==> src/cief_params.svh <==
//==================================================================
// Function
// RULE_01: Timer-zero enable gates the timer interrupt
// RULE_02: Enable bit 4 gates external pin interrupt
// RULE_03: Enable bit 3 gates port change interrupt
// RULE_04: Port flag sets when watched pins change
// RULE_05: Persisting mismatch keeps setting port flag
// RULE_06: Port read relatches pins; clear by write
// RULE_07: Flags set regardless of any enable
// RULE_08: Global enable bit 7 gates all interrupts
// RULE_09: Timer and external flags sticky until cleared
//==================================================================
`ifndef CIEF_PARAMS_SVH
`define CIEF_PARAMS_SVH

// Register byte offsets
`define CIEF_OFS_CTRL   8'h00
`define CIEF_OFS_STAT   8'h04
`define CIEF_OFS_MASK   8'h08
`define CIEF_OFS_PORT   8'h0C
`define CIEF_OFS_CFG    8'h10

// Control register bit positions
`define CIEF_B_GIE      7
`define CIEF_B_PEIE     6
`define CIEF_B_TMR_EN   5
`define CIEF_B_EXT_EN   4
`define CIEF_B_PORT_EN  3
`define CIEF_B_TMR_F    2
`define CIEF_B_EXT_F    1
`define CIEF_B_PORT_F   0

// Config register bit position
`define CIEF_B_EDGE_SEL 0

// Reset values and bus answers
`define CIEF_CTRL_RST   8'h00
`define CIEF_RESP_OKAY  2'h0
`define CIEF_RESP_SLV   2'h2

`endif

==> src/cief_pkg.sv <==
//==================================================================
// Types shared by the interrupt enable and flag block
//==================================================================
package cief_pkg;

  // Per-source and global enables
  typedef struct packed {
    logic global_irq_enable;
    logic periph_irq_enable;
    logic timer_zero_irq_enable;
    logic ext_pin_irq_enable;
    logic port_change_irq_enable;
  } cief_enable_s;

  // Latched interrupt flags
  typedef struct packed {
    logic timer_zero_overflow_flag;
    logic ext_pin_irq_flag;
    logic port_change_flag;
  } cief_flag_s;

  // Upper port pin group
  typedef logic [3:0] cief_pins_t;

endpackage

==> src/cief_top.sv <==
// Design decisions made here: register access over AXI4-Lite and the address map.
`timescale 1ns/100ps
`include "cief_params.svh"

module cief_top
  import cief_pkg::*;
#(
  parameter int ADDR_W = 8               // Bus address width
) (
  input  wire logic        i_clk_sys,
  input  wire logic        i_arst_n,
  // Interrupt sources
  input  wire logic        i_timer_zero_overflow,
  input  wire logic        i_ext_irq_pin,
  input  wire cief_pins_t  i_monitored_upper_pins,
  // AXI4-Lite write address
  input  wire logic [ADDR_W-1:0] i_awaddr,
  input  wire logic        i_awvalid,
  output logic             o_awready,
  // AXI4-Lite write data
  input  wire logic [31:0] i_wdata,
  input  wire logic [3:0]  i_wstrb,
  input  wire logic        i_wvalid,
  output logic             o_wready,
  // AXI4-Lite write response
  output logic [1:0]       o_bresp,
  output logic             o_bvalid,
  input  wire logic        i_bready,
  // AXI4-Lite read address
  input  wire logic [ADDR_W-1:0] i_araddr,
  input  wire logic        i_arvalid,
  output logic             o_arready,
  // AXI4-Lite read data
  output logic [31:0]      o_rdata,
  output logic [1:0]       o_rresp,
  output logic             o_rvalid,
  input  wire logic        i_rready,
  // Interrupt request to the core
  output logic             o_irq
);

  //================================================================
  // Elaboration checks
  //================================================================
  // Offsets need at least eight address bits
  if (ADDR_W < 8) begin : g_bad_addr
    $error("ADDR_W must be at least 8");
  end

  //================================================================
  // State
  //================================================================
  cief_enable_s     en;          // Enables
  cief_enable_s     next_en;     // Enables after this edge
  cief_flag_s       flg;         // Sticky flags
  cief_flag_s       next_flg;    // Flags after this edge
  cief_pins_t       port_latch;  // Last latched pin values
  logic             primed;      // Latch holds real pins
  logic             ext_pin_q;   // Previous external pin level
  logic             rise_sel;    // One picks rising edge
  logic [ADDR_W-1:0] aw_addr;    // Held write address
  logic [31:0]      w_data;      // Held write data
  logic             w_lane0;     // Held strobe of low byte

  //================================================================
  // Decode
  //================================================================
  logic             wr_fire;     // Both halves held, no answer
  logic             ar_fire;     // Read address taken
  logic             wr_ctrl;     // Write hits control
  logic             wr_stat;     // Write hits status
  logic             wr_mask;     // Write hits mask
  logic             wr_cfg;      // Write hits config
  logic             wr_ok;       // Write address mapped
  logic             rd_port;     // Read hits the port
  logic             rd_ok;       // Read address mapped
  logic [31:0]      rd_data;     // Read mux output
  logic             ext_evt;     // Selected edge on the pin
  logic             mismatch;    // Pins differ from latch
  logic [7:0]       ctrl_view;   // Control register image

  // Write runs once both channels were taken
  assign wr_fire = ~o_awready & ~o_wready & ~o_bvalid;
  assign ar_fire = i_arvalid & o_arready;

  // Only the low byte holds bits, so only lane 0 writes
  assign wr_ctrl = wr_fire & w_lane0
                 & (aw_addr[7:0] == `CIEF_OFS_CTRL);
  assign wr_stat = wr_fire & w_lane0
                 & (aw_addr[7:0] == `CIEF_OFS_STAT);
  assign wr_mask = wr_fire & w_lane0
                 & (aw_addr[7:0] == `CIEF_OFS_MASK);
  assign wr_cfg  = wr_fire & w_lane0
                 & (aw_addr[7:0] == `CIEF_OFS_CFG);

  // Port register is read only but a write is harmless
  assign wr_ok = (aw_addr[7:0] == `CIEF_OFS_CTRL)
               | (aw_addr[7:0] == `CIEF_OFS_STAT)
               | (aw_addr[7:0] == `CIEF_OFS_MASK)
               | (aw_addr[7:0] == `CIEF_OFS_PORT)
               | (aw_addr[7:0] == `CIEF_OFS_CFG);

  assign rd_port = i_araddr[7:0] == `CIEF_OFS_PORT;
  assign rd_ok   = (i_araddr[7:0] == `CIEF_OFS_CTRL)
                 | (i_araddr[7:0] == `CIEF_OFS_STAT)
                 | (i_araddr[7:0] == `CIEF_OFS_MASK)
                 | rd_port
                 | (i_araddr[7:0] == `CIEF_OFS_CFG);

  //================================================================
  // Event detection
  //================================================================
  // Edge chosen by the config bit
  assign ext_evt = rise_sel ? (i_ext_irq_pin & ~ext_pin_q)
                            : (~i_ext_irq_pin & ext_pin_q);

  // Any watched pin off its latched value
  assign mismatch = primed
                  & (i_monitored_upper_pins != port_latch); // [RULE_04]

  // Control image in its documented bit order
  assign ctrl_view = {en.global_irq_enable,
                      en.periph_irq_enable,
                      en.timer_zero_irq_enable,
                      en.ext_pin_irq_enable,
                      en.port_change_irq_enable,
                      flg.timer_zero_overflow_flag,
                      flg.ext_pin_irq_flag,
                      flg.port_change_flag};

  //================================================================
  // Next enables
  //================================================================
  always_comb begin
    next_en = en;
    if (wr_ctrl) begin
      next_en.global_irq_enable      = w_data[`CIEF_B_GIE];
      next_en.periph_irq_enable      = w_data[`CIEF_B_PEIE];
      next_en.timer_zero_irq_enable  = w_data[`CIEF_B_TMR_EN];
      next_en.ext_pin_irq_enable     = w_data[`CIEF_B_EXT_EN];
      next_en.port_change_irq_enable = w_data[`CIEF_B_PORT_EN];
    end else if (wr_mask) begin
      // Mask shares the status layout
      next_en.timer_zero_irq_enable  = w_data[`CIEF_B_TMR_F];
      next_en.ext_pin_irq_enable     = w_data[`CIEF_B_EXT_F];
      next_en.port_change_irq_enable = w_data[`CIEF_B_PORT_F];
    end
  end

  //================================================================
  // Next flags
  //================================================================
  // Software write goes first, then events OR in, so a set
  // in the clearing cycle is never lost.
  always_comb begin
    next_flg = flg;
    if (wr_ctrl) begin
      // Writing zero clears, writing one sets
      next_flg.timer_zero_overflow_flag = w_data[`CIEF_B_TMR_F];
      next_flg.ext_pin_irq_flag         = w_data[`CIEF_B_EXT_F];
      next_flg.port_change_flag         = w_data[`CIEF_B_PORT_F];
    end else if (wr_stat) begin
      // Alias view clears on written ones
      if (w_data[`CIEF_B_TMR_F])
        next_flg.timer_zero_overflow_flag = 1'b0;
      if (w_data[`CIEF_B_EXT_F])
        next_flg.ext_pin_irq_flag = 1'b0;
      if (w_data[`CIEF_B_PORT_F])
        next_flg.port_change_flag = 1'b0;
    end
    // Sources set flags whatever the enables say
    if (i_timer_zero_overflow)
      next_flg.timer_zero_overflow_flag = 1'b1; // [RULE_07] [RULE_09]
    if (ext_evt)
      next_flg.ext_pin_irq_flag = 1'b1;         // [RULE_07] [RULE_09]
    // A standing mismatch re-sets it every cycle
    if (mismatch)
      next_flg.port_change_flag = 1'b1;         // [RULE_05] [RULE_06]
  end

  //================================================================
  // Enable and flag registers
  //================================================================
  always_ff @(posedge i_clk_sys or negedge i_arst_n) begin
    if (!i_arst_n) begin
      en  <= cief_enable_s'(5'h00);
      flg <= cief_flag_s'(3'h0);
    end else begin
      en  <= next_en;
      flg <= next_flg;
    end
  end

  //================================================================
  // Config register
  //================================================================
  // Falling edge chosen after reset
  always_ff @(posedge i_clk_sys or negedge i_arst_n) begin
    if (!i_arst_n) begin
      rise_sel <= 1'b0;
    end else if (wr_cfg) begin
      rise_sel <= w_data[`CIEF_B_EDGE_SEL];
    end
  end

  //================================================================
  // Pin history
  //================================================================
  // Latch primes from the pins on the first edge after reset,
  // so no false change is flagged out of reset.
  always_ff @(posedge i_clk_sys or negedge i_arst_n) begin
    if (!i_arst_n) begin
      port_latch <= cief_pins_t'(4'h0);
      primed     <= 1'b0;
      ext_pin_q  <= 1'b0;
    end else begin
      ext_pin_q <= i_ext_irq_pin;
      primed    <= 1'b1;
      if (!primed || (ar_fire && rd_port)) begin
        port_latch <= i_monitored_upper_pins;   // [RULE_06]
      end
    end
  end

  //================================================================
  // Interrupt output
  //================================================================
  // One level, gated first per source, then globally
  always_ff @(posedge i_clk_sys or negedge i_arst_n) begin
    if (!i_arst_n) begin
      o_irq <= 1'b0;
    end else begin
      o_irq <= en.global_irq_enable                      // [RULE_08]
             & ((flg.timer_zero_overflow_flag
                 & en.timer_zero_irq_enable)             // [RULE_01]
              | (flg.ext_pin_irq_flag
                 & en.ext_pin_irq_enable)                // [RULE_02]
              | (flg.port_change_flag
                 & en.port_change_irq_enable));          // [RULE_03]
    end
  end

  //================================================================
  // Write channels
  //================================================================
  // Each ready drops when its item is taken and rises again
  // once the answer is taken, so either order of arrival works.
  always_ff @(posedge i_clk_sys or negedge i_arst_n) begin
    if (!i_arst_n) begin
      o_awready <= 1'b1;
      o_wready  <= 1'b1;
      o_bvalid  <= 1'b0;
      o_bresp   <= `CIEF_RESP_OKAY;
      aw_addr   <= '0;
      w_data    <= 32'h0;
      w_lane0   <= 1'b0;
    end else begin
      if (i_awvalid && o_awready) begin
        aw_addr   <= i_awaddr;
        o_awready <= 1'b0;
      end
      if (i_wvalid && o_wready) begin
        w_data   <= i_wdata;
        w_lane0  <= i_wstrb[0];
        o_wready <= 1'b0;
      end
      if (wr_fire) begin
        o_bvalid <= 1'b1;
        o_bresp  <= wr_ok ? `CIEF_RESP_OKAY : `CIEF_RESP_SLV;
      end else if (o_bvalid && i_bready) begin
        o_bvalid  <= 1'b0;
        o_awready <= 1'b1;
        o_wready  <= 1'b1;
      end
    end
  end

  //================================================================
  // Read mux
  //================================================================
  // Unmapped addresses read as zero with an error answer
  always_comb begin
    rd_data = 32'h0;
    unique case (i_araddr[7:0])
      `CIEF_OFS_CTRL: rd_data[7:0] = ctrl_view;
      `CIEF_OFS_STAT: rd_data[2:0] = flg;
      `CIEF_OFS_MASK: rd_data[2:0] = {en.timer_zero_irq_enable,
                                      en.ext_pin_irq_enable,
                                      en.port_change_irq_enable};
      `CIEF_OFS_PORT: rd_data[3:0] = i_monitored_upper_pins;
      `CIEF_OFS_CFG:  rd_data[`CIEF_B_EDGE_SEL] = rise_sel;
      default:        rd_data      = 32'h0;
    endcase
  end

  //================================================================
  // Read channel
  //================================================================
  always_ff @(posedge i_clk_sys or negedge i_arst_n) begin
    if (!i_arst_n) begin
      o_arready <= 1'b1;
      o_rvalid  <= 1'b0;
      o_rdata   <= 32'h0;
      o_rresp   <= `CIEF_RESP_OKAY;
    end else if (ar_fire) begin
      o_arready <= 1'b0;
      o_rvalid  <= 1'b1;
      o_rdata   <= rd_data;
      o_rresp   <= rd_ok ? `CIEF_RESP_OKAY : `CIEF_RESP_SLV;
    end else if (o_rvalid && i_rready) begin
      o_rvalid  <= 1'b0;
      o_arready <= 1'b1;
    end
  end

endmodule

==> config.mk <==
export PLATFORM = sky130hd
export DESIGN_NAME = cief_top
export DESIGN_NICKNAME = d
export VERILOG_FILES = /design/src/cief_pkg.sv /design/src/cief_top.sv
export VERILOG_INCLUDE_DIRS = /design/src
export SDC_FILE = /design/constraint.sdc
export NUM_CORES = 1
export LEC_CHECK = 0
export ABC_AREA = 0
export ABC_CLOCK_PERIOD_IN_PS = 1600
export BUFFER_PORTS_ARGS = -buffer_cell sky130_fd_sc_hd__buf_2
export CAP_MARGIN = 15
export CORE_MARGIN = 1
export CORE_UTILIZATION = 35
export CTS_CLUSTER_DIAMETER = 200
export DETAILED_ROUTE_END_ITERATION = 8
export PLACE_DENSITY_LB_ADDON = 0.3
export SYNTH_ARGS = -nofsm -noshare
export SYNTH_HDL_FRONTEND = slang
export SYNTH_SLANG_ARGS = --single-unit
==> constraint.sdc <==
create_clock -name i_clk_sys -period 1.6 [get_ports i_clk_sys]
set_input_delay 0.16 -clock i_clk_sys [delete_from_list [all_inputs] [get_ports i_clk_sys]]
set_output_delay 0.16 -clock i_clk_sys [all_outputs]
set_load 0.02 [all_outputs]
After elaboration in Yosys (flattened, before gate mapping)
Cells that the tools add are included.
- flip-flop bits (word level): 50
- bits in latches: 0
- memory bits (writable): 0
- ROM bits: 0
- bits of input ports: 65
- output and inout port bits: 42
- memories: 0
- add/sub/neg operators: 0
- multiply operators: 0
- div/mod/pow operators: 0
- $lt $le $gt $ge: 0
- equality and inequality tests: 9
- shift-type cells: 0
- multiplexer cells: 29
- bitwise gates (word level): 30
- reductions and logical operators: 22
- operators with widths (cell ; count):
    8-bit by 4-bit equality test with 1-bit output (second input constant) ; 4
    1-bit 2-to-1 mux ; 19
    3-bit nonzero test ; 6
    8-bit by 3-bit equality test with 1-bit output (second input constant) ; 2
    8-bit by 5-bit equality test with 1-bit output (second input constant) ; 2
    8-bit zero test ; 2
    1-bit AND ; 15
    3-bit 2-to-1 mux ; 4
    1-bit bitwise OR ; 10
    2-bit one-hot mux with 3 select lines ; 1
    2-bit AND reduction ; 3
    2-bit nonzero test ; 3
    1-bit logical AND ; 5
    1-bit NOT ; 5
    2-bit 2-to-1 mux ; 2
    4-bit 2-to-1 mux ; 1
    4-bit != test ; 1
    1-bit one-hot mux with 4 select lines ; 1
    1-bit one-hot mux with 2 select lines ; 1
    2-bit OR reduction ; 1
    1-bit zero test ; 1
    1-bit logical OR ; 1

Depth between registers and ports, before layout
- depth in word-level cells: 8
- mapped depth: 5
- mapped depth without buffers: 4

Least setup slack after synthesis
No wires, ideal clock.
- kind: register to register
- start point: register o_bvalid
- end point: register flg, in the netlist ctrl_view[2]
- library setup time: 0.126 ns
- arrival time: 1.656 ns
- setup slack: -0.182 ns
- cell stages (with the launch flop): 5
- buffers on the path: 0
- clock period less this slack: 1.782 ns
- path through: dfrtp_1 -> nor3_2 -> nand4_1 -> or4_1 -> a221o_1
- cells in the longest elaborated chain, start to end: 6
- elaborated cells between the ends (all ways): 10
- classes of those cells: 2 x mux; 5 x bitwise; 3 x reduce/logical
- RTL lines (what ; line ; RTL):
    from (decl) ; cief_top.sv:27 ; output logic o_bvalid,
    from (signal assigned) ; cief_top.sv:252 ; o_bvalid <= 1'b0;
    from (signal assigned) ; cief_top.sv:268 ; o_bvalid <= 1'b1;
    from (signal assigned) ; cief_top.sv:271 ; o_bvalid <= 1'b0;
    1-bit NOT * ; cief_top.sv:83 ; assign wr_fire = ~o_awready & ~o_wready & ~o_bvalid;
    1-bit AND * ; cief_top.sv:83 ;
    1-bit AND * ; cief_top.sv:87, cief_top.sv:89 ;
    1-bit AND, on equally long branches ; cief_top.sv:87, cief_top.sv:89 ;
    3-bit nonzero test (no source line) or 3-bit 2-to-1 mux (tied branches) ; -- ;
    2-bit AND reduction (no source line) or 1-bit 2-to-1 mux (tied branches) ; -- ;
    to (signal assigned) ; cief_top.sv:187 ; flg <= cief_flag_s'(3'h0);
    to (signal assigned) ; cief_top.sv:190 ; flg <= next_flg;
    to (decl) ; cief_top.sv:55 ; cief_flag_s flg;
Mark *: on every way between the ends. The rest lies on a longest branch, timed or not.
A chain may end at the register's enable or synchronous reset.

Worst setup path in the final report
- start point: register aw_addr[5]
- end point: register flg, in the netlist ctrl_view[1]
- cells in the longest elaborated chain, start to end: 4
- elaborated cells between the ends (all ways): 9
- classes of those cells: 1 x eq/ne; 2 x mux; 2 x bitwise; 4 x reduce/logical
- RTL lines (what ; line ; RTL):
    from (decl) ; cief_top.sv:61 ; logic [ADDR_W-1:0] aw_addr;
    from (signal assigned) ; cief_top.sv:259 ; aw_addr <= i_awaddr;
    8-bit by 3-bit equality test with 1-bit output (no source line) or 8-bit zero test (tied branches) ; -- ;
    1-bit AND, on equally long branches ; cief_top.sv:89, cief_top.sv:87 ;
    3-bit nonzero test (no source line) or 3-bit 2-to-1 mux (tied branches) ; -- ;
    2-bit AND reduction (no source line) or 1-bit 2-to-1 mux (tied branches) ; -- ;
Parallel ways exist; a longest one is shown, timed or not.

==> reports/metrics.csv <==
metric;value;unit
status;finished with violations;
failing checks;setup timing;
CTS Buf Count;5;
Fmax achieved;587;MHz
crit-path max FO;6;
Initial DRC Count;77;
worst setup slack after layout;-104;ps
WHS;13.5;ps
Filler cells;593;
Power Dens Cells;1290;nW/um^2
H-tree Lvls;2;
Skew-Pair Late Insertion Delay;290;ps
#FFs+latches synth;48;
die area;6930;sq um
cell taking the most area after synthesis;dfrtp_1;
asr flop ratio synth;1.00;
register area;1210;sq um
remaining global-route overflow;0;
Die X;83.2;microns
DP HPWL;3310;microns
synth top area cells;dfrtp_1, mux2_2, buf_4;
CTS clock-pin slew for the worst setup and hold paths;80;ps
Starting Density;0.364;
Final ANT Viol Nets;0;
final setup vio count;9;
Final GP Congestion;0.734;
core area;6350;sq um
slowest cell on the critical path;dfrtp_1;
drt pass-1 iters;4;
vias in the first global route;1617;
RSZ-0062 raised after global routing;true;
number of distinct library cells after synthesis;36;
Tcrit/Tclk final;1.07;
Worst path max stage delay;400;ps
ant diodes;0;
via count;1586;
synthesized instance count;189;
final count of pins violating max slew;0;
VDD IR max;0.783;mV
initial antenna violation count;0;
Setup TNS;-622;ps
WP data arrival;1890;ps
FP Rows;29;
Synth top area share;0.488;
crit start category;flip-flop;
leakage power;1.34;nW
Seq/Total Area, Yosys;0.522;
Clock Sinks;48;
Layout area overhead;22.6;%
I/O pin total;107;
commonest non-fill, non-tap cell in the layout;buf_2;
top library cells by usage in the layout, fill and taps aside;buf_2, dfrtp_1, mux2_2, conb_1, buf_4;
area of the multi-input gates;1010;sq um
Pwr Total;3.66;mW
clock tree from TritonCTS;built;
Ys Warns;0;
first-pass GRT wire length;7680;microns
crit end category;flip-flop;
Avg Inst Size Synth;12.2;sq um
Avg Vias per Cell;4.66;
min-delay worst type;in -> reg;
Top FF cell, synth;dfrtp_1;
Worst Path Required;1780;ps
total wire length;4440;microns
synthesized area;2310;sq um
Final Hold Fails;0;
minimum clock period;1700;ps
Total GRT Usage;0.138;
port bufs;53;
nets@finish;327;
layout cells sized above 1;0.449;
clock skew;5.84;ps
Max Cap Viol;0;
root buf cell;clkbuf_8;
DRC viols;0;
Die Height;83.2;microns
WL/cell;13.1;microns
number of synthesized flops with an enable pin;0;
CP Class;reg -> reg;
CP cell instances;nor3_2, nand4_1, buf_6, or4_4, a221o_1;
maximum clock insertion buffer count;2;
pin count of the biggest net entering global routing;49;
## what timing repair did
| item | 4_1_cts | 5_1_grt |
|---|---|---|
| gates resized for setup | 4 | 4 |
| endpoints found under the hold margin | 46 | 0 |
| hold buffers | 2 | 0 |
| setup buffers | 1 | 1 |
| pin swaps | 1 | 3 |
| cloned | 0 | 0 |
| endpoints found under the setup margin | 9 | 9 |
## synthesized netlist by cell type (2+ instances only)
cell and n:
nor2b_1 4, a21oi_1 3, inv_1 4, nand4_1 3, clkbuf_1 3, xor2_1 4, nor2_1 4, nor3_1 2
buf_4 27, mux2_2 30, dfstp_2 3, mux2i_1 4, or4_1 3, nand2_1 13, nor4b_1 2, conb_1 2
a22o_1 4, dfrtp_1 45, a221o_1 3, o21ai_0 8, o31ai_1 3
## final cells by class
| type | instances | area share |
|---|---|---|
| repair buffers | 71 | 0.149 |
| clock inverters | 1 | 0.00177 |
| inverters | 4 | 0.00530 |
| well taps | 77 | 0.0340 |
| flip-flops and latches | 48 | 0.426 |
| multi-input cells | 132 | 0.357 |
| clock buffers | 7 | 0.0270 |
## layer usage
metal | GRT usage | vias to the layer above | routed length (microns)
li1 | - | 765 | -
met1 | 0.182 | 753 | 2140
met2 | 0.225 | 66 | 2020
met3 | 0.0408 | 2 | 267
met4 | 0.0329 | 0 | 19
met5 | 0 | - | 0
## power by group
| part | internal, mW | switching, mW | leakage (nW) | total, mW |
|---|---|---|---|---|
| Combinational | 0.602 | 0.480 | 0.716 | 1.08 |
| Clock | 0.307 | 0.377 | 0.0422 | 0.684 |
| Sequential | 1.57 | 0.332 | 0.580 | 1.90 |
| Total | 2.48 | 1.19 | 1.34 | 3.66 |
## metrics by stage
| step | cell area, sq um | std cells | setup WS [ps] | util |
|---|---|---|---|---|
| after CTS | 2800 | 339 | -98.9 | 0.442 |
| after global routing | 2830 | 340 | -218 | 0.446 |
| after detailed placement | 2680 | 328 | -235 | 0.421 |
| after global placement | 2680 | 328 | -209 | 0.421 |
| after floorplan | 2410 | 214 | -103 | - |
| final | 2830 | 340 | -104 | 0.446 |
## cells by family (layout without fill, tap and decap cells)
group / count (synthesis) / count (layout) / synth area share
and+or+nand+nor: 39 / 39 / 0.106
buffers and inverters: 34 / 83 / 0.0991
AOI/OAI and AO/OA: 28 / 28 / 0.0910
xor gates and xnor gates: 4 / 4 / 0.0152
other: 2 / 27 / 0.00325
DFF: 48 / 48 / 0.522
muxes: 34 / 34 / 0.164
## sequential cells by signal, indices dropped and copies added (netlist names)
signal	flops
w_data	8
o_bresp	1
o_irq	1
w_lane0	1
o_rresp	1
o_rdata	8
port_latch	4
ctrl_view	8
o_arready	1
primed	1
ext_pin_q	1
aw_addr	8
o_rvalid	1
o_bvalid	1
o_awready	1
o_wready	1
rise_sel	1
## worst max-delay path: cells and delay by family, from the launching register on
family,cells,cell delay (ps)
AOI/OAI and AO/OA,1,290
DFF,1,400
and+or+nand+nor,3,750
buffers and inverters,1,150
## worst paths after layout
check | start | to | slack, ps | cells past startpoint
setup / recovery | aw_addr[5]$_DFFE_PN0P_ | ctrl_view[1]$_DFFE_PN0P_ | -100 | 5
hold / removal | i_wvalid | o_wready$_DFF_PN1_ | 10 | 2
setup reg to reg | aw_addr[5]$_DFFE_PN0P_ | ctrl_view[1]$_DFFE_PN0P_ | -100 | 5
hold reg to reg | o_rdata[3]$_DFFE_PN0P_ | o_rdata[3]$_DFFE_PN0P_ | 490 | 2
max in group asynchronous | i_arst_n | o_arready$_DFFE_PN1P_ | 950 | 3
min in group asynchronous | i_arst_n | o_bresp[1]$_DFFE_PN0N_ | 380 | 3
Power figures use the tool's default switching activity.
